`src/shared/cpp_pkg.sv`:
```
// constants, types and helpers shared by the configurable pin port
package cpp_pkg;
  localparam int NPINS = 19;
  localparam int PWM_MAX_PINS = 12;
  localparam int TONE_SLOTS = 2;
  localparam int CLK_HZ = 20_000_000;
  localparam int PWM_FMAX_HZ = 1_000_000;
  localparam int TONE_FMAX_HZ = 4_000_000;
  localparam int RST_HOLD_MS = 100;
  // a least period rounds up to whole cycles
  localparam logic [15:0] PWM_MIN_CYC = 16'((CLK_HZ + PWM_FMAX_HZ - 1) / PWM_FMAX_HZ);
  localparam logic [15:0] TONE_MIN_CYC = 16'((CLK_HZ + TONE_FMAX_HZ - 1) / TONE_FMAX_HZ);

  localparam logic [7:0] A_DIR = 8'h00;
  localparam logic [7:0] A_OUT = 8'h04;
  localparam logic [7:0] A_IN = 8'h08;
  localparam logic [7:0] A_DRIVE = 8'h0c;
  localparam logic [7:0] A_PULL_EN = 8'h10;
  localparam logic [7:0] A_PULL_UP = 8'h14;
  localparam logic [7:0] A_PWM_SEL = 8'h18;
  localparam logic [7:0] A_TONE_SEL = 8'h1c;
  localparam logic [7:0] A_PWM_PER = 8'h20;
  localparam logic [7:0] A_PWM_DUTY = 8'h24;
  localparam logic [7:0] A_TONE_PER = 8'h28;
  localparam logic [7:0] A_TONE_DUTY = 8'h2c;
  localparam logic [7:0] A_WAKE_EN = 8'h30;
  localparam logic [7:0] A_WAKE_HI = 8'h34;
  localparam logic [7:0] A_WAKE_CHG = 8'h38;
  localparam logic [7:0] A_INT_STAT = 8'h3c;
  localparam logic [7:0] A_INT_CLR = 8'h40;
  localparam logic [7:0] A_INT_EN = 8'h44;

  localparam int TONE_PIN_W = 5;
  localparam int TONE_EN0_BIT = 5;
  localparam int TONE_PIN1_LSB = 8;
  localparam int TONE_EN1_BIT = 13;
  localparam int TONE_SEL_W = 14;
  localparam int TONE_DUTY1_LSB = 16;

  localparam logic [18:0] RST_PINS = 19'h0;
  localparam logic [15:0] RST_PER = 16'h0;
  localparam logic [13:0] RST_TONE_SEL = 14'h0;

  typedef logic [NPINS-1:0] cpp_pins_t;

  typedef struct packed {
    logic [15:0] period;
    logic [15:0] duty0;
    logic [15:0] duty1;
  } cpp_wave_cfg_s;

  function automatic logic [4:0] cpp_ones(input cpp_pins_t v);
    logic [4:0] n;
    n = 5'h0;
    for (int k = 0; k < NPINS; k++) begin
      n = n + 5'(v[k]);
    end
    return n;
  endfunction : cpp_ones

  // one tone slot: enable bit above a pin index; out-of-range index selects nothing
  function automatic cpp_pins_t cpp_slot_mask(input logic [5:0] slot);
    cpp_pins_t m;
    m = RST_PINS;
    if (slot[TONE_PIN_W] && slot[TONE_PIN_W-1:0] < 5'(NPINS)) begin
      m[slot[TONE_PIN_W-1:0]] = 1'b1;
    end
    return m;
  endfunction : cpp_slot_mask
endpackage : cpp_pkg

```
`src/rtl/cpp_wave_gen.sv`:
```
// period counter with two duty compares, shared by the pulse-width and tone paths
`timescale 1ns/10ps
module cpp_wave_gen
  import cpp_pkg::*;
#(
  parameter logic [15:0] MIN_PER = 16'h0001
) (
  input wire logic pclk, // bus clock
  input wire logic presetn, // async reset, active low
  input wire cpp_wave_cfg_s cfg, // period and two duties in cycles
  output logic [1:0] wave // registered waveforms
);
  logic [15:0] cnt;
  logic [15:0] per_eff;
  logic [15:0] next_cnt;
  logic [1:0] next_wave;
  logic running;

  // periods shorter than the top frequency allows are stretched
  assign per_eff = (cfg.period < MIN_PER) ? MIN_PER : cfg.period;
  // period zero means zero frequency: output parked low
  assign running = (cfg.period != 16'h0);
  assign next_cnt = (!running || cnt >= per_eff - 16'h1) ? 16'h0 : cnt + 16'h1;
  // duty at or above the stretched period gives a steady high
  assign next_wave = running ? {cnt < cfg.duty1, cnt < cfg.duty0} : 2'h0;

  always_ff @(posedge pclk or negedge presetn) begin
    if (!presetn) begin
      cnt <= 16'h0;
      wave <= 2'h0;
    end else begin
      cnt <= next_cnt;
      wave <= next_wave;
    end
  end
endmodule : cpp_wave_gen

```
`src/rtl/cpp_pin_port.sv`:
```
// nineteen-pin configurable port with wake detection, pulse-width and tone outputs, apb slave
`timescale 1ns/10ps
module cpp_pin_port
  import cpp_pkg::*;
(
  input wire logic pclk, // bus clock, 20 MHz
  input wire logic presetn, // async reset, active low
  input wire logic [7:0] paddr, // byte address
  input wire logic psel, // slave select
  input wire logic penable, // access phase
  input wire logic pwrite, // 1 = write
  input wire logic [31:0] pwdata, // write data
  output logic [31:0] prdata, // read data
  output logic pready, // transfer done
  output logic pslverr, // unmapped or refused
  input wire cpp_pins_t pin_in, // pin levels, synchronous
  output cpp_pins_t pin_out, // pin output level
  output cpp_pins_t pin_oe_n, // low while driving
  output cpp_pins_t pin_hi_drive, // high drive strength
  output cpp_pins_t pin_pull_up, // pull-up on
  output cpp_pins_t pin_pull_dn, // pull-down on
  output logic irq // enabled wake status pending
);
  cpp_pins_t dir, outv, drive, pull_en, pull_up, pwm_sel;
  cpp_pins_t wake_en, wake_hi, wake_chg, stat, ien, pin_prev;
  logic prev_ok;
  logic [13:0] tone_sel;
  logic [15:0] pwm_per, pwm_duty, tone_per;
  logic [31:0] tone_duty;

  logic acc, wr_go, first;
  logic mapped, pwm_refused;
  logic [31:0] rd_mux;
  cpp_pins_t wdat, clr_mask, hit_lvl, hit_chg, hit, next_stat;
  cpp_pins_t tone_m0, tone_m1, tone_mask, pwm_only, drv;
  logic [15:0] tone_d0, tone_d1, tone_per_eff;
  cpp_wave_cfg_s pwm_cfg, tone_cfg;
  logic [1:0] pwm_w, tone_w;

  assign acc = psel && penable;
  assign first = acc && !pready;
  // writes land on the edge where pready is sampled high
  assign wr_go = acc && pready && pwrite;
  assign wdat = pwdata[NPINS-1:0];

  assign mapped = (paddr[1:0] == 2'h0) && (paddr <= A_INT_EN);
  assign pwm_refused = pwrite && (paddr == A_PWM_SEL) && (cpp_ones(wdat) > 5'(PWM_MAX_PINS));

  assign rd_mux =
    (paddr == A_DIR) ? 32'(dir) :
    (paddr == A_OUT) ? 32'(outv) :
    (paddr == A_IN) ? 32'(pin_in) :
    (paddr == A_DRIVE) ? 32'(drive) :
    (paddr == A_PULL_EN) ? 32'(pull_en) :
    (paddr == A_PULL_UP) ? 32'(pull_up) :
    (paddr == A_PWM_SEL) ? 32'(pwm_sel) :
    (paddr == A_TONE_SEL) ? 32'(tone_sel) :
    (paddr == A_PWM_PER) ? 32'(pwm_per) :
    (paddr == A_PWM_DUTY) ? 32'(pwm_duty) :
    (paddr == A_TONE_PER) ? 32'(tone_per) :
    (paddr == A_TONE_DUTY) ? tone_duty :
    (paddr == A_WAKE_EN) ? 32'(wake_en) :
    (paddr == A_WAKE_HI) ? 32'(wake_hi) :
    (paddr == A_WAKE_CHG) ? 32'(wake_chg) :
    (paddr == A_INT_STAT) ? 32'(stat) :
    (paddr == A_INT_EN) ? 32'(ien) : 32'h0;

  // one wait state, so every bus output comes from a flop
  always_ff @(posedge pclk or negedge presetn) begin
    if (!presetn) begin
      pready <= 1'b0;
      pslverr <= 1'b0;
      prdata <= 32'h0;
    end else begin
      pready <= first;
      pslverr <= first && (!mapped || pwm_refused);
      prdata <= (first && !pwrite) ? rd_mux : 32'h0;
    end
  end

  always_ff @(posedge pclk or negedge presetn) begin
    if (!presetn) begin
      dir <= RST_PINS;
      outv <= RST_PINS;
      drive <= RST_PINS;
      pull_en <= RST_PINS;
      pull_up <= RST_PINS;
    end else if (wr_go) begin
      if (paddr == A_DIR) dir <= wdat;
      if (paddr == A_OUT) outv <= wdat;
      if (paddr == A_DRIVE) drive <= wdat;
      if (paddr == A_PULL_EN) pull_en <= wdat;
      if (paddr == A_PULL_UP) pull_up <= wdat;
    end
  end

  always_ff @(posedge pclk or negedge presetn) begin
    if (!presetn) begin
      pwm_sel <= RST_PINS;
      tone_sel <= RST_TONE_SEL;
      pwm_per <= RST_PER;
      pwm_duty <= RST_PER;
      tone_per <= RST_PER;
      tone_duty <= 32'h0;
    end else if (wr_go) begin
      if (paddr == A_PWM_SEL && !pwm_refused) pwm_sel <= wdat;
      if (paddr == A_TONE_SEL) tone_sel <= pwdata[TONE_SEL_W-1:0];
      if (paddr == A_PWM_PER) pwm_per <= pwdata[15:0];
      if (paddr == A_PWM_DUTY) pwm_duty <= pwdata[15:0];
      if (paddr == A_TONE_PER) tone_per <= pwdata[15:0];
      if (paddr == A_TONE_DUTY) tone_duty <= pwdata;
    end
  end

  always_ff @(posedge pclk or negedge presetn) begin
    if (!presetn) begin
      wake_en <= RST_PINS;
      wake_hi <= RST_PINS;
      wake_chg <= RST_PINS;
      ien <= RST_PINS;
    end else if (wr_go) begin
      if (paddr == A_WAKE_EN) wake_en <= wdat;
      if (paddr == A_WAKE_HI) wake_hi <= wdat;
      if (paddr == A_WAKE_CHG) wake_chg <= wdat;
      if (paddr == A_INT_EN) ien <= wdat;
    end
  end

  assign hit_lvl = wake_en & ~wake_chg & ~(pin_in ^ wake_hi);
  // change triggers; no compare until a previous level exists
  assign hit_chg = wake_en & wake_chg & (pin_in ^ pin_prev) & {NPINS{prev_ok}};
  assign hit = hit_lvl | hit_chg;
  assign clr_mask = (wr_go && paddr == A_INT_CLR) ? wdat : RST_PINS;
  // a new event beats a clear in the same cycle
  assign next_stat = (stat & ~clr_mask) | hit;

  always_ff @(posedge pclk or negedge presetn) begin
    if (!presetn) begin
      stat <= RST_PINS;
      pin_prev <= RST_PINS;
      prev_ok <= 1'b0;
      irq <= 1'b0;
    end else begin
      stat <= next_stat;
      pin_prev <= pin_in;
      prev_ok <= 1'b1;
      irq <= |(stat & ien);
    end
  end

  // halve the stretched period, else a short request loses its 40 percent (2 of 5 cycles) mark-space
  assign tone_per_eff = (tone_per < TONE_MIN_CYC) ? TONE_MIN_CYC : tone_per;
  // nominal half-period duty when tone duty left at zero
  assign tone_d0 = (tone_duty[15:0] == 16'h0) ? (tone_per_eff >> 1) : tone_duty[15:0];
  assign tone_d1 = (tone_duty[31:16] == 16'h0) ? (tone_per_eff >> 1) : tone_duty[31:16];
  assign pwm_cfg = '{period: pwm_per, duty0: pwm_duty, duty1: 16'h0};
  assign tone_cfg = '{period: tone_per, duty0: tone_d0, duty1: tone_d1};

  cpp_wave_gen #(.MIN_PER(PWM_MIN_CYC)) u_pwm (
    .pclk(pclk),
    .presetn(presetn),
    .cfg(pwm_cfg),
    .wave(pwm_w)
  );

  // tone generator, one counter for both slots
  cpp_wave_gen #(.MIN_PER(TONE_MIN_CYC)) u_tone (
    .pclk(pclk),
    .presetn(presetn),
    .cfg(tone_cfg),
    .wave(tone_w)
  );

  // tone slots; slot 0 wins if both name one pin
  assign tone_m0 = cpp_slot_mask(tone_sel[TONE_EN0_BIT:0]);
  assign tone_m1 = cpp_slot_mask(tone_sel[TONE_EN1_BIT:TONE_PIN1_LSB]) & ~tone_m0;
  assign tone_mask = tone_m0 | tone_m1;
  assign pwm_only = pwm_sel & ~tone_mask;

  genvar gi;
  generate
    for (gi = 0; gi < NPINS; gi++) begin : g_pin
      assign drv[gi] = tone_m0[gi] ? tone_w[0] : tone_m1[gi] ? tone_w[1] : pwm_sel[gi] ? pwm_w[0] : outv[gi];
    end
  endgenerate

  always_ff @(posedge pclk or negedge presetn) begin
    if (!presetn) begin
      pin_out <= RST_PINS;
      pin_oe_n <= ~RST_PINS;
      pin_hi_drive <= RST_PINS;
      pin_pull_up <= RST_PINS;
      pin_pull_dn <= RST_PINS;
    end else begin
      pin_out <= drv;
      pin_oe_n <= ~dir;
      pin_hi_drive <= drive & dir;
      pin_pull_up <= pull_en & pull_up;
      pin_pull_dn <= pull_en & ~pull_up;
    end
  end
endmodule : cpp_pin_port

```
`config.mk`:
```
export PLATFORM = sky130hd
export DESIGN_NAME = cpp_pin_port
export DESIGN_NICKNAME = d
export VERILOG_FILES = /design/src/shared/cpp_pkg.sv /design/src/rtl/cpp_wave_gen.sv /design/src/rtl/cpp_pin_port.sv
export SDC_FILE = /design/constraint.sdc
export NUM_CORES = 1
export LEC_CHECK = 0
export BUFFER_PORTS_ARGS = -buffer_cell sky130_fd_sc_hd__buf_4
export CORE_UTILIZATION = 25
export CTS_CLUSTER_DIAMETER = 80
export DETAILED_ROUTE_END_ITERATION = 8
export PLACE_DENSITY_LB_ADDON = 0.25
export SLEW_MARGIN = 20
export SYNTH_ARGS = -nofsm -noshare
export SYNTH_HDL_FRONTEND = slang
export SYNTH_SLANG_ARGS = --single-unit
export TNS_END_PERCENT = 30
```
`constraint.sdc`:
```
create_clock -name pclk -period 8.56 [get_ports pclk]
set_input_delay 1.712 -clock pclk [delete_from_list [all_inputs] [get_ports pclk]]
set_output_delay 1.712 -clock pclk [all_outputs]
set_load 0.02 [all_outputs]
```
# Word level (Yosys, flattened, before mapping)
# Index checks and enable logic that the tools add are counted.
word_totals:
  input_bits: 64
  ff_bits: 488
  out_inout_bits: 130
classes:
  bitwise: 21
  n_mux: 90
  add_sub_neg: 22
  n_reduce_logical: 46
  n_lt_le_gt_ge: 15
  n_eq_ne: 17
op_table:
  columns: ["op", "count"]
  rows:
  - ["$mux 32", 13]
  - ["$and 19x19->19", 11]
  - ["$mux 19", 8]
  - ["$not 19->19", 6]
  - ["$mux 16", 6]
  - ["$add 5x1->5", 14]
  - ["$eq 8x6->1 const B", 8]
  - ["$mux 1", 60]
  - ["$lt 16x16->1", 3]
  - ["$or 19x19->19", 2]
  - ["$xor 19x19->19", 2]
  - ["$add 16x1->16 const B", 2]
  - ["$eq 8x5->1 const B", 4]
  - ["$ge 16x16->1", 2]
  - ["$logic_not 16->1", 2]
  - ["$reduce_bool 16->1", 2]
  - ["$sub 16x1->16 const B", 2]
  - ["$reduce_and 2->1", 15]
  - ["$reduce_or 19->1", 1]
  - ["$eq 8x4->1 const B", 2]
  - ["$eq 8x7->1 const B", 2]
  - ["$lt 16x3->1 const B", 1]
  - ["$lt 16x5->1 const B", 1]
  - ["$logic_and 1x1->1", 15]
  - ["other kinds (16)", 27]

# Logic depth before layout (Yosys ltp)
# Gate-level depths: netlist of run 1.
depth:
  word_depth: 23
  mapped_depth: 18
  mapped_depth_nobuf: 16

# Modules after synthesis
# A second synthesis of run 1 with hierarchy kept.
hier_totals:
  cells_unflattened: 2530
  area_unflattened_um2: 25712.2
by_module_without_submodules:
  columns: ["module", "n_inst", "cells_each", "seq_area_each_um2", "area_per_inst_um2"]
  rows:
  - ["cpp_pin_port", 1, 2001, 11359.6, 21210.3]
  - ["cpp_wave_gen (u_pwm)", 1, 265, 450.4, 2297.2]
  - ["cpp_wave_gen (u_tone)", 1, 264, 450.4, 2204.6]

# Worst setup path after synthesis of run 1
# OpenSTA, ideal clock, no wires.
synth_timing:
  kind: "input to register"
  startpoint: "input port pwdata[0]"
  endpoint: "register pwm_sel[17]"
  setup_ns: 0.128
  t_required_ns: 8.432
  t_arrival_ns: 6.180
  setup_slack_ns: 2.253
  path_stages: 15
  n_path_buf: 2
  cell_sequence: "fa_1 inv_1 fa_1 fa_1 fa_1 fa_1 fa_1 fa_1 xnor2_1 nand4_1 nor3b_1 nor4b_2 buf_4 buf_6 mux2_1"
synth_between:
  elab_chain_cells: 23
synth_lines:
  columns: ["element", "line", "text"]
  rows:
  - ["start, declared", "cpp_pin_port.sv:12", "input wire logic [31:0] pwdata,"]
  - ["$add 1x1->2", "cpp_pkg.sv:56", "n = n + 5'(v[k]);"]
  - ["$add 2x1->3", "cpp_pkg.sv:56", null]
  - ["$add 3x1->4", "cpp_pkg.sv:56", null]
  - ["$add 4x1->5", "cpp_pkg.sv:56", null]
  - ["$add 5x1->5 (14 in a row)", "cpp_pkg.sv:56", null]
  - ["$gt 5x4->1", "cpp_pin_port.sv:47", "assign pwm_refused = pwrite && (paddr == A_PWM_SEL) && (cpp_ones(wdat) > 5'(PWM_MAX_PINS));"]
  - ["$logic_and 1x1->1", "cpp_pin_port.sv:47", null]
  - ["$logic_not 1->1", "cpp_pin_port.sv:106", "if (paddr == A_PWM_SEL && !pwm_refused) pwm_sel <= wdat;"]
  - ["$logic_and 1x1->1", "cpp_pin_port.sv:106", null]
  - ["$reduce_and 2->1 (no line)", null, null]
  - ["end signal, assigned", "cpp_pin_port.sv:106", null]
  - ["end, declared", "cpp_pin_port.sv:24", "cpp_pins_t dir, outv, drive, pull_en, pull_up, pwm_sel;"]
# No other way between the ends.
# A chain may end at the register's enable or synchronous reset.

# Final worst setup path of run 1
layout_timing:
  startpoint: "input port pwdata[9]"
  endpoint: "register pwm_sel[9]"
layout_between:
  elab_chain_cells: 15
layout_lines:
  columns: ["element", "line"]
  rows:
  - ["$add 5x1->5 (10 in a row)", "cpp_pkg.sv:56"]
  - ["$gt 5x4->1", "cpp_pin_port.sv:47"]
  - ["$logic_and 1x1->1", "cpp_pin_port.sv:47"]
  - ["$logic_not 1->1", "cpp_pin_port.sv:106"]
  - ["$logic_and 1x1->1", "cpp_pin_port.sv:106"]
  - ["$reduce_and 2->1 (no line)", null]
# Several ways; a longest one is shown, not always the timed one.

==> run metrics, run 1 <==
Rows 117; async set-reset flop share out of synthesis 100.0%; Cell variety after synth 96; crit end category register; most used cell, CP fa_1; Clock Pin Slew Worst Setup and Hold Paths 70 ps; Die Span X 323.1 um; Final Cell Area 30650 um^2; # H-tree levels 2; CTS tree yes; FF-to-FF path depth 12; Worst Hold Path Cells 1; Critical-path top delay cell nor4b_4; DRC 0; largest net degree at the start of global routing 162; most numerous cell in the Yosys netlist dfrtp_1; Yosys top cell by area dfrtp_1; WL final 101000 um; Die Height 323.1 um; Synth Register Bits 488; origin of the critical flop-to-flop path tone_per[3]$_DFFE_PN0P_; Clock Skews 32.99 ps; relative slew slack 24.76%; iteration count of the initial detailed-routing pass 7; synthesized area 25780 um^2; cts repair resizes 0; Final Max Slew Viols 0; PortBufs 193; critical path launch point type primary input; WP data required 9090 ps; Via-to-Cell Ratio 5.148; Min-Delay Endpoint pin_oe_n[7]$_DFF_PN1_; setup slack, reg-to-reg 4130 ps; power per cell area 178.2 nW/um^2; Yosys warning count 0; global placement routability congestion 0.9060; WL/cell 25.78 um; min Tclk post-route 6845 ps; # clock sinks 488; worst hold slack 404.9 ps; TritonCTS buffer count 57; initial antenna violation count 9; unrepaired setup endpoints after global routing false; top_reg_cell synth dfrtp_1; maximum vdd drop 0.0001470 V; vias in the first global route 19840; crit-path cells buf_4, inv_1, fa_1, fa_1, fa_1, fa_1, fa_1, fa_1, fa_1, xnor2_1, nand4b_1, a21oi_1, nor4b_4, buf_4, mux2_2; fill count 10560; Final Setup Violations 0; Detail Route Antenna Nets 0; post-synthesis net count 2528; GRT Total Usage 19.19%; period utilization 79.97%; Clock Latency Late Sink 660 ps; Die Area 104400 um^2; outcome complete, no violations; area grow syn2layout 18.88%; Avg Inst Size Synth 10.91 um^2; CP Max Fanout 16; Initial Util 25.27%; first-pass GRT wire length 146100 um; hold path start dir[7]$_DFFE_PN0P_; Pwr Total 5.461 mW; I/O Pins 194; Setup Fix Bufs, Post-CTS 0; Arr. time, crit path 7380 ps; number of synthesized flops with an enable pin 0; register area share after synthesis 47.46%; pin slew with the least headroom to its limit 1120 ps; FF-to-FF End u_tone.cnt[4]$_DFF_PN0_; hold-fix buffers at CTS 0; final hold vios 0; DP HPWL 71120 um; Hold Path Class register to register; critical path type primary input to register; Overflow after GRT 0; top post-synthesis cells by area dfrtp_1 46%, mux2_2 10%, ha_1 4.3%; Synth Instances 2363; layout cell share with drive strength beyond 1 25.74%; final net count 2666; CP peak stage delay 910 ps; max-cap violation count 0; f_max 146.1 MHz; Clock Path Buffers 3; final core utilization 30.04%; CTS Root Cell clkbuf_16; synth cell count leaders 469 x dfrtp_1, 239 x mux2_2, 168 x nand2_1; routed vias 20170; Setup TNS 0 ps; Synth top area share 45.53%; Largest regs prdata (32), tone_duty (32); DRT iter0 DRCs 1941; Placement Cell Area 28610 um^2; Core ar. 102000 um^2; Lkg Pwr 14.15 nW
[worst max-delay path by stage]
stage,cells past startpoint,end,slack [ps],from
after floorplan,15,pwm_sel[17]$_DFFE_PN0P_,2250,pwdata[0]
after global placement,15,pwm_sel[9]$_DFFE_PN0P_,1080,pwdata[5]
after detailed placement,15,pwm_sel[9]$_DFFE_PN0P_,1080,pwdata[5]
after CTS,15,pwm_sel[9]$_DFFE_PN0P_,1760,pwdata[5]
after global routing,15,pwm_sel[13]$_DFFE_PN0P_,1610,pwdata[9]
final,15,pwm_sel[9]$_DFFE_PN0P_,1710,pwdata[9]
[metrics by stage]
stage               setup slack [ps]  cells
finish                          1715   3918
detailed placement              1079   3810
CTS                             1760   3917
global placement                1082   3810
global route                    1607   3917
floorplan                       2253   2363
[placed cells by master (no fill, tap or decap), types with 11 or more instances in the layout]
cell         n
a211oi_1    32
a21o_1      30
a21oi_1    115
a22o_1      34
a22oi_1     39
a31oi_1     18
and2_1      43
and3_1      22
buf_4      230
clkbuf_16   57
clkbuf_8    11
dfrtp_1    469
dfstp_2     19
fa_1        13
ha_1        88
inv_1       80
mux2_1      11
mux2_2     239
mux2i_1     55
nand2_1    168
nand2b_1    11
nand3_1     66
nand4_1     23
nor2_1      63
nor2b_1     38
nor3_1      40
nor4_1      24
o21ai_0    141
o22ai_1     21
o2bb2ai_1   17
xnor2_1     28
xor2_1      63
[cell families (layout without fill, tap and decap cells)]
logic type / after synthesis / after routing / share of synthesized area (%)
xor gates and xnor gates: 91 / 91 / 3.092
buffers and inverters: 235 / 421 / 4.164
other: 1 / 2 / 0.01455
AOI/OAI and AO/OA: 558 / 558 / 14.45
adders and majority gates: 101 / 101 / 5.281
and+or+nand+nor: 580 / 580 / 12.13
muxes: 309 / 309 / 13.41
DFF: 488 / 488 / 47.46
[worst max-delay path: cells and delay by family]
kind,cells,cell delay (ps)
fa+ha+maj,7,3240
simple gates,2,1020
buf+inv,3,760
mux,1,350
xor+xnor,1,170
compound gates,1,90
[per-layer routing]
metal  share of wire [%]  vias up  GRT usage, %
li1                    -     8902             -
met1                  44    10280         26.07
met2                  45      805         29.68
met3                 8.4      174         5.197
met4                 2.9       14         5.466
met5               0.085        -             0
[cell type report]
class                   count  area, um^2  area share (%)
flip-flops and latches    488       12240           39.92
clock inverters            33       427.9           1.396
diodes                      1       2.502        0.008165
well taps                1368        1712           5.585
repair buffers            234        1802           5.879
multi-input cells        1640       12570           41.01
clock buffers              74        1600           5.222
inverters                  80       300.3          0.9798
[where the power goes]
part | switching (mW) | internal, mW | leakage [nW] | total, mW
Clock | 1.09 | 1.54 | 0.978 | 2.64
Sequential | 0.0223 | 2.33 | 6.45 | 2.35
Combinational | 0.322 | 0.154 | 6.72 | 0.476
Total | 1.44 | 4.02 | 14.1 | 5.46
Power figures use the tool's default switching activity.
==> run 2, diff against run 1 <==
- ABC_AREA: unset -> 1
- clock period: 8.56 -> 6.2 ns (I/O delays scaled with it)
==> run 2 against run 1 <==
Critical path depth unchanged; first-iteration DRC count down 13%; synthesized cell count up 23%; die area down 5.5%; via count up 3.3%; core utilization up 0.19 points; total power up 35%; clock power up 35%; critical path type unchanged; largest power group unchanged; highest routed layer unchanged.
==> run metrics, run 2 <==
outcome complete, no violations; DRC 0 (unchanged); Reg area 12240 um^2 (unchanged); crit end category register; Largest regs prdata (32), tone_duty (32); most used cell, CP fa_1; synth cell count leaders 740 x nand2_1, 469 x dfrtp_1, 374 x o21ai_0; Cell variety after synth 53 (-45%); setup ws final 916.8 ps (-798.2 ps); relative slew slack 29.75% (+5.0 points); async set-reset flop share out of synthesis 100.0% (unchanged); WL final 90690 um (-10%); final net count 3239 (+21%); final hold vios 0 (unchanged); # H-tree levels 2 (unchanged); Die Area 98670 um^2 (-5.5%); worst hold slack 392.5 ps (-12.37 ps); area grow syn2layout 19.86%; Yosys top cell by area dfrtp_1; Hold Path Class register to register; GRT Total Usage 18.28% (-0.91 points); register area share after synthesis 50.24% (+2.8 points); Core ar. 96570 um^2 (-5.4%); critical path type primary input to register; most numerous cell in the Yosys netlist nand2_1; first-pass GRT wire length 134000 um (-8.3%); Setup Fix Bufs, Post-CTS 0 (unchanged); Die Span X 314.1 um (-2.8%); WL/cell 20.61 um (-20%); maximum vdd drop 0.0002031 V (+38%); Clock Skews 50.00 ps (+17.01 ps); layout cell share with drive strength beyond 1 14.16% (-12 points); pin slew with the least headroom to its limit 1053 ps (-67.34 ps); Final Max Slew Viols 0 (unchanged); Initial Util 25.22% (-0.045 points); PortBufs 193 (unchanged); crit-path cells buf_4, fa_1, inv_1, fa_1, fa_1, fa_1, fa_1, fa_1, fa_1, xnor2_1, a31o_2, nand3_1, nand3_1, buf_4, o21ai_0; Rows 114 (-2.6%); number of synthesized flops with an enable pin 0 (unchanged); Die Height 314.1 um (-2.8%); Synth Register Bits 488 (unchanged); Synth Instances 2910 (+23%); # clock sinks 488 (unchanged); cts repair resizes 0 (unchanged); CTS Root Cell clkbuf_16; critical path launch point type primary input; DP HPWL 66290 um (-6.8%); Synth top area share 48.19% (+2.7 points); Critical-path top delay cell fa_1; Avg Inst Size Synth 8.369 um^2 (-23%); unrepaired setup endpoints after global routing false; CP peak stage delay 530 ps (-380 ps); Final Setup Violations 0 (unchanged); initial antenna violation count 13 (+4); period utilization 85.21%; power per cell area 251.7 nW/um^2 (+41%); top post-synthesis cells by area dfrtp_1 48%, nand2_1 11%, o21ai_0 7.7%; min Tclk post-route 5283 ps; top_reg_cell synth dfrtp_1; post-synthesis net count 3075 (+22%); Detail Route Antenna Nets 0 (unchanged); CP Max Fanout 38 (+22); DRT iter0 DRCs 1687 (-13%); most frequent cells in the layout 738 x nand2_1, 469 x dfrtp_1, 374 x o21ai_0; Overflow after GRT 0 (unchanged); iteration count of the initial detailed-routing pass 5 (-2); pre-CTS WS 225.0 ps (-854.3 ps); Arr. time, crit path 5760 ps (-1620 ps); I/O Pins 194 (unchanged); Clock Latency Late Sink 650 ps (about the same); Multi-input gate area 10480 um^2 (-17%); vias in the first global route 19960 (+0.58%); routed vias 20840 (+3.3%); Placed Cells 4290 (+13%); Setup TNS 0 ps (unchanged); Lkg Pwr 13.67 nW (-3.4%); global placement routability congestion 0.9182 (+1.3%); synthesized area 24350 um^2 (-5.5%); CTS tree yes; Via-to-Cell Ratio 4.736 (-8.0%); TritonCTS buffer count 58 (+1.8%); max-cap violation count 0 (unchanged); Yosys warning count 0 (unchanged); WP data required 6680 ps (-2410 ps); commonest non-fill, non-tap cell in the layout nand2_1; Clock Path Buffers 3 (unchanged); hold-fix buffers at CTS 0 (unchanged); post-route insts no fill 4400 (+12%); f_max 189.3 MHz; Clock Pin Slew Worst Setup and Hold Paths 60 ps (about the same); largest net degree at the start of global routing 149 (-8.0%); fill count 10410 (-1.4%)
==> run 2: area by class of cell <==
cell class / instances / share of cell area [%]
sequential: 488 / 41.91
multi-input combinational: 2002 / 35.91
timing repair buffer: 227 / 5.992
clock buffer: 80 / 5.666
tap: 1276 / 5.469
inverter: 297 / 3.823
clock inverter: 28 / 1.204
antenna: 2 / 0.01714
==> run 2: metrics by stage <==
stage / power (mW) / utilization (%) / instance area, um^2
after floorplan: 3.568 / - / 24350
after global placement: 3.847 / 28.15 / 27180
after detailed placement: 3.851 / 28.15 / 27180
after CTS: 7.451 / 30.22 / 29180
after global routing: 7.626 / 30.22 / 29190
final: 7.349 / 30.23 / 29190
==> run 2: logic make-up (layout without fill, tap and decap cells) <==
family | count (synthesis) | in the layout | share of synthesized area, %
simple gates | 1205 | 1205 | 21.09
mux | 20 | 20 | 0.8837
flops | 488 | 488 | 50.24
compound gates | 628 | 628 | 13.74
fa+ha+maj | 101 | 101 | 5.590
xor+xnor | 47 | 47 | 1.690
buf+inv | 420 | 632 | 6.756
other cells | 1 | 3 | 0.01540
==> run 2: final timing paths <==
path | depth (start not counted) | from | slack [ps] | to
min in group asynchronous | 1 | presetn | 640 | pin_hi_drive[11]$_DFF_PN0_
max in group asynchronous | 2 | presetn | 4170 | pin_prev[13]$_DFF_PN0_
worst max register to register | 22 | pwm_per[13]$_DFFE_PN0P_ | 2050 | u_pwm.cnt[2]$_DFF_PN0_
worst min register to register | 1 | dir[18]$_DFFE_PN0P_ | 390 | pin_oe_n[18]$_DFF_PN1_
worst min-delay path | 1 | dir[18]$_DFFE_PN0P_ | 390 | pin_oe_n[18]$_DFF_PN1_
worst max-delay path | 15 | pwdata[0] | 920 | pwm_sel[2]$_DFFE_PN0P_
==> run 2: power breakdown <==
part	internal, mW	leakage [nW]	switching, mW
registers	3.21	6.62	0.0240
clock network	2.09	0.978	1.48
logic	0.181	6.08	0.367
==> run 2: per-layer routing <==
metal | wire (um) | GRT usage (%)
met5 | 95 | 0
met4 | 2503 | 5.399
met2 | 41880 | 29.35
met3 | 6008 | 3.742
met1 | 40210 | 24.68
==> run 2: critical path: cells and delay by family <==
| family | cells | cell delay, ps |
|---|---|---|
| AO/OA/AOI/OAI | 2 | 380 |
| XOR/XNOR | 1 | 170 |
| adder cells (fa/ha/maj) | 7 | 3250 |
| buffers and inverters | 3 | 490 |
| AND/OR/NAND/NOR | 2 | 200 |
==> run 3, diff against run 2 <==
- PLACE_DENSITY_LB_ADDON: 0.25 -> 0.1
==> run 3 against run 2 <==
Register-to-register slack about the same; critical endpoint is now pwm_sel[11]$_DFFE_PN0P_; clock skew fell by 9.0 ps; hold slack gained 48 ps; first-iteration DRC count fell by 13%; global-route usage rose by 1.3 points; maximum frequency shrank 1.6%.
==> run metrics, run 3 (synthesis results as in run 2) <==
maximum vdd drop 0.0002111 V (+3.9%); Largest regs prdata (32), tone_duty (32); met2 WL 45610 um (+8.9%); first-pass GRT wire length 142000 um (+6.0%); area grow syn2layout 20.26%; critical path type primary input to register; DRT iter0 DRCs 1460 (-13%); layout cell share with drive strength beyond 1 14.23% (+0.073 points); Overflow after GRT 0 (unchanged); global placement routability congestion 0.8658 (-5.7%); power per cell area 255.8 nW/um^2 (+1.6%); f_max 186.3 MHz (-1.6%); TritonCTS buffer count 60 (+3.4%); Clock Path Buffers 3 (unchanged); WL final 97310 um (+7.3%); routed vias 20870 (+0.13%); commonest non-fill, non-tap cell in the layout nand2_1; Hold Path Class register to register; DP HPWL 70490 um (+6.3%); # clock sinks 488 (unchanged); Die Height 314.1 um (unchanged); Final Max Slew Viols 0 (unchanged); relative slew slack 28.29% (-1.5 points); most used cell, CP fa_1; Core ar. 96570 um^2 (unchanged); most frequent cells in the layout 735 x nand2_1, 469 x dfrtp_1, 374 x o21ai_0; cts repair resizes 0 (unchanged); min Tclk post-route 5367 ps (+83.95 ps); # H-tree levels 2 (unchanged); Initial Util 25.22% (unchanged); DRC 0 (unchanged); CP Max Fanout 22 (-42%); Setup Fix Bufs, Post-CTS 0 (unchanged); CTS Root Cell clkbuf_16; vias in the first global route 20540 (+2.9%); Clock Latency Late Sink 680 ps (+30 ps); initial antenna violation count 9 (-4); Met3 Routed Length 4786 um (-20%); Via-to-Cell Ratio 4.736 (about the same); crit-path cells buf_4, inv_1, fa_1, fa_1, fa_1, fa_1, fa_1, fa_1, fa_1, xnor2_1, a31o_2, nand3_1, nand3_1, buf_4, nand2_1, o21ai_0; Arr. time, crit path 5850 ps (+90 ps); Final Setup Violations 0 (unchanged); iteration count of the initial detailed-routing pass 6 (+1); Setup TNS 0 ps (unchanged); Die Area 98670 um^2 (unchanged); period utilization 86.57% (+1.4 points); post-route insts no fill 4406 (+0.14%); Placed Cells 4290 (unchanged); Lkg Pwr 13.73 nW (+0.42%); largest net degree at the start of global routing 145 (-2.7%); I/O Pins 194 (unchanged); crit end category register; Critical-path top delay cell fa_1; WP data required 6680 ps (about the same); Die Span X 314.1 um (unchanged); Rows 114 (unchanged); GRT Total Usage 19.62% (+1.3 points); pin slew with the least headroom to its limit 1064 ps (+11.66 ps); CTS tree yes; final net count 3241 (+0.062%); critical path launch point type primary input; DR top layer met4; max-cap violation count 0 (unchanged); WL/cell 22.08 um (+7.1%); outcome complete, no violations; CP peak stage delay 700 ps (+170 ps); Clock Skews 40.98 ps (-9.024 ps); wl on met1 44990 um (+12%); Detail Route Antenna Nets 0 (unchanged); unrepaired setup endpoints after global routing false; hold-fix buffers at CTS 0 (unchanged); final hold vios 0 (unchanged); PortBufs 193 (unchanged); Clock Pin Slew Worst Setup and Hold Paths 60 ps (about the same)
[run 3: cell count changes in the layout (fill, tap and decap cells not counted), sizes merged]
| cell | delta |
|---|---|
| clkinvlp | -3 |
| inv | +1 |
| bufinv | +1 |
| diode | +1 |
| clkinv | +1 |
| clkbuf | +5 |
[run 3: metal layers]
| metal | vias to the layer above | GRT usage (%) |
|---|---|---|
| li1 | 9880 | - |
| met1 | 10330 | 27.41 |
| met2 | 553 | 32.28 |
| met3 | 108 | 2.213 |
| met4 | 0 | 4.645 |
| met5 | - | 0 |
[run 3: final cells by class]
| type | count | area (um^2) |
|---|---|---|
| repair buffers | 227 | 1749 |
| clock inverters | 28 | 375.4 |
| diodes | 3 | 7.507 |
| fillers | 10200 | 67280 |
| clock buffers | 85 | 1705 |
| inverters | 297 | 1116 |
| multi-input cells | 2002 | 10500 |
| well taps | 1276 | 1597 |
| flip-flops and latches | 488 | 12240 |
[run 3: final timing paths]
| path | slack (ps) | startpoint | cells past startpoint | end |
|---|---|---|---|---|
| min | 440 | dir[4]$_DFFE_PN0P_ | 1 | pin_oe_n[4]$_DFF_PN1_ |
| max | 830 | pwdata[5] | 16 | pwm_sel[11]$_DFFE_PN0P_ |
| min in group asynchronous | 620 | presetn | 1 | tone_sel[12]$_DFFE_PN0P_ |
| max reg2reg | 2050 | pwm_per[13]$_DFFE_PN0P_ | 22 | u_pwm.cnt[8]$_DFF_PN0_ |
| min reg2reg | 440 | dir[4]$_DFFE_PN0P_ | 1 | pin_oe_n[4]$_DFF_PN1_ |
| max in group asynchronous | 4200 | presetn | 2 | wake_hi[14]$_DFFE_PN0P_ |
[run 3: critical path, delay by kind of cell]
kind | cells | cell delay [ps]
adders and majority gates | 7 | 3490
and+or+nand+nor | 3 | 270
AOI/OAI and AO/OA | 2 | 350
buffers and inverters | 3 | 350
xor gates and xnor gates | 1 | 150
[run 3: power breakdown]
part / internal, mW / total, mW / switching [mW]
Combinational: 0.186 / 0.564 / 0.378
Clock: 2.18 / 3.69 / 1.52
Sequential: 3.21 / 3.24 / 0.0254
[run 3: through the flow]
step | hold slack, ps | util [%] | area (um^2) | power, mW | setup WS, ps
6_report | 440.8 | 30.33 | 29290 | 7.493 | 832.8
3_5_place_dp | 431.5 | 28.16 | 27200 | 3.861 | 150.1
4_1_cts | 441.1 | 30.32 | 29280 | 7.601 | 836.1
5_1_grt | 454.1 | 30.32 | 29280 | 7.783 | 627.7
3_3_place_gp | 434.9 | 28.16 | 27190 | 3.854 | 226.7
2_1_floorplan | 395.4 | - | 24350 | 3.568 | 379.7
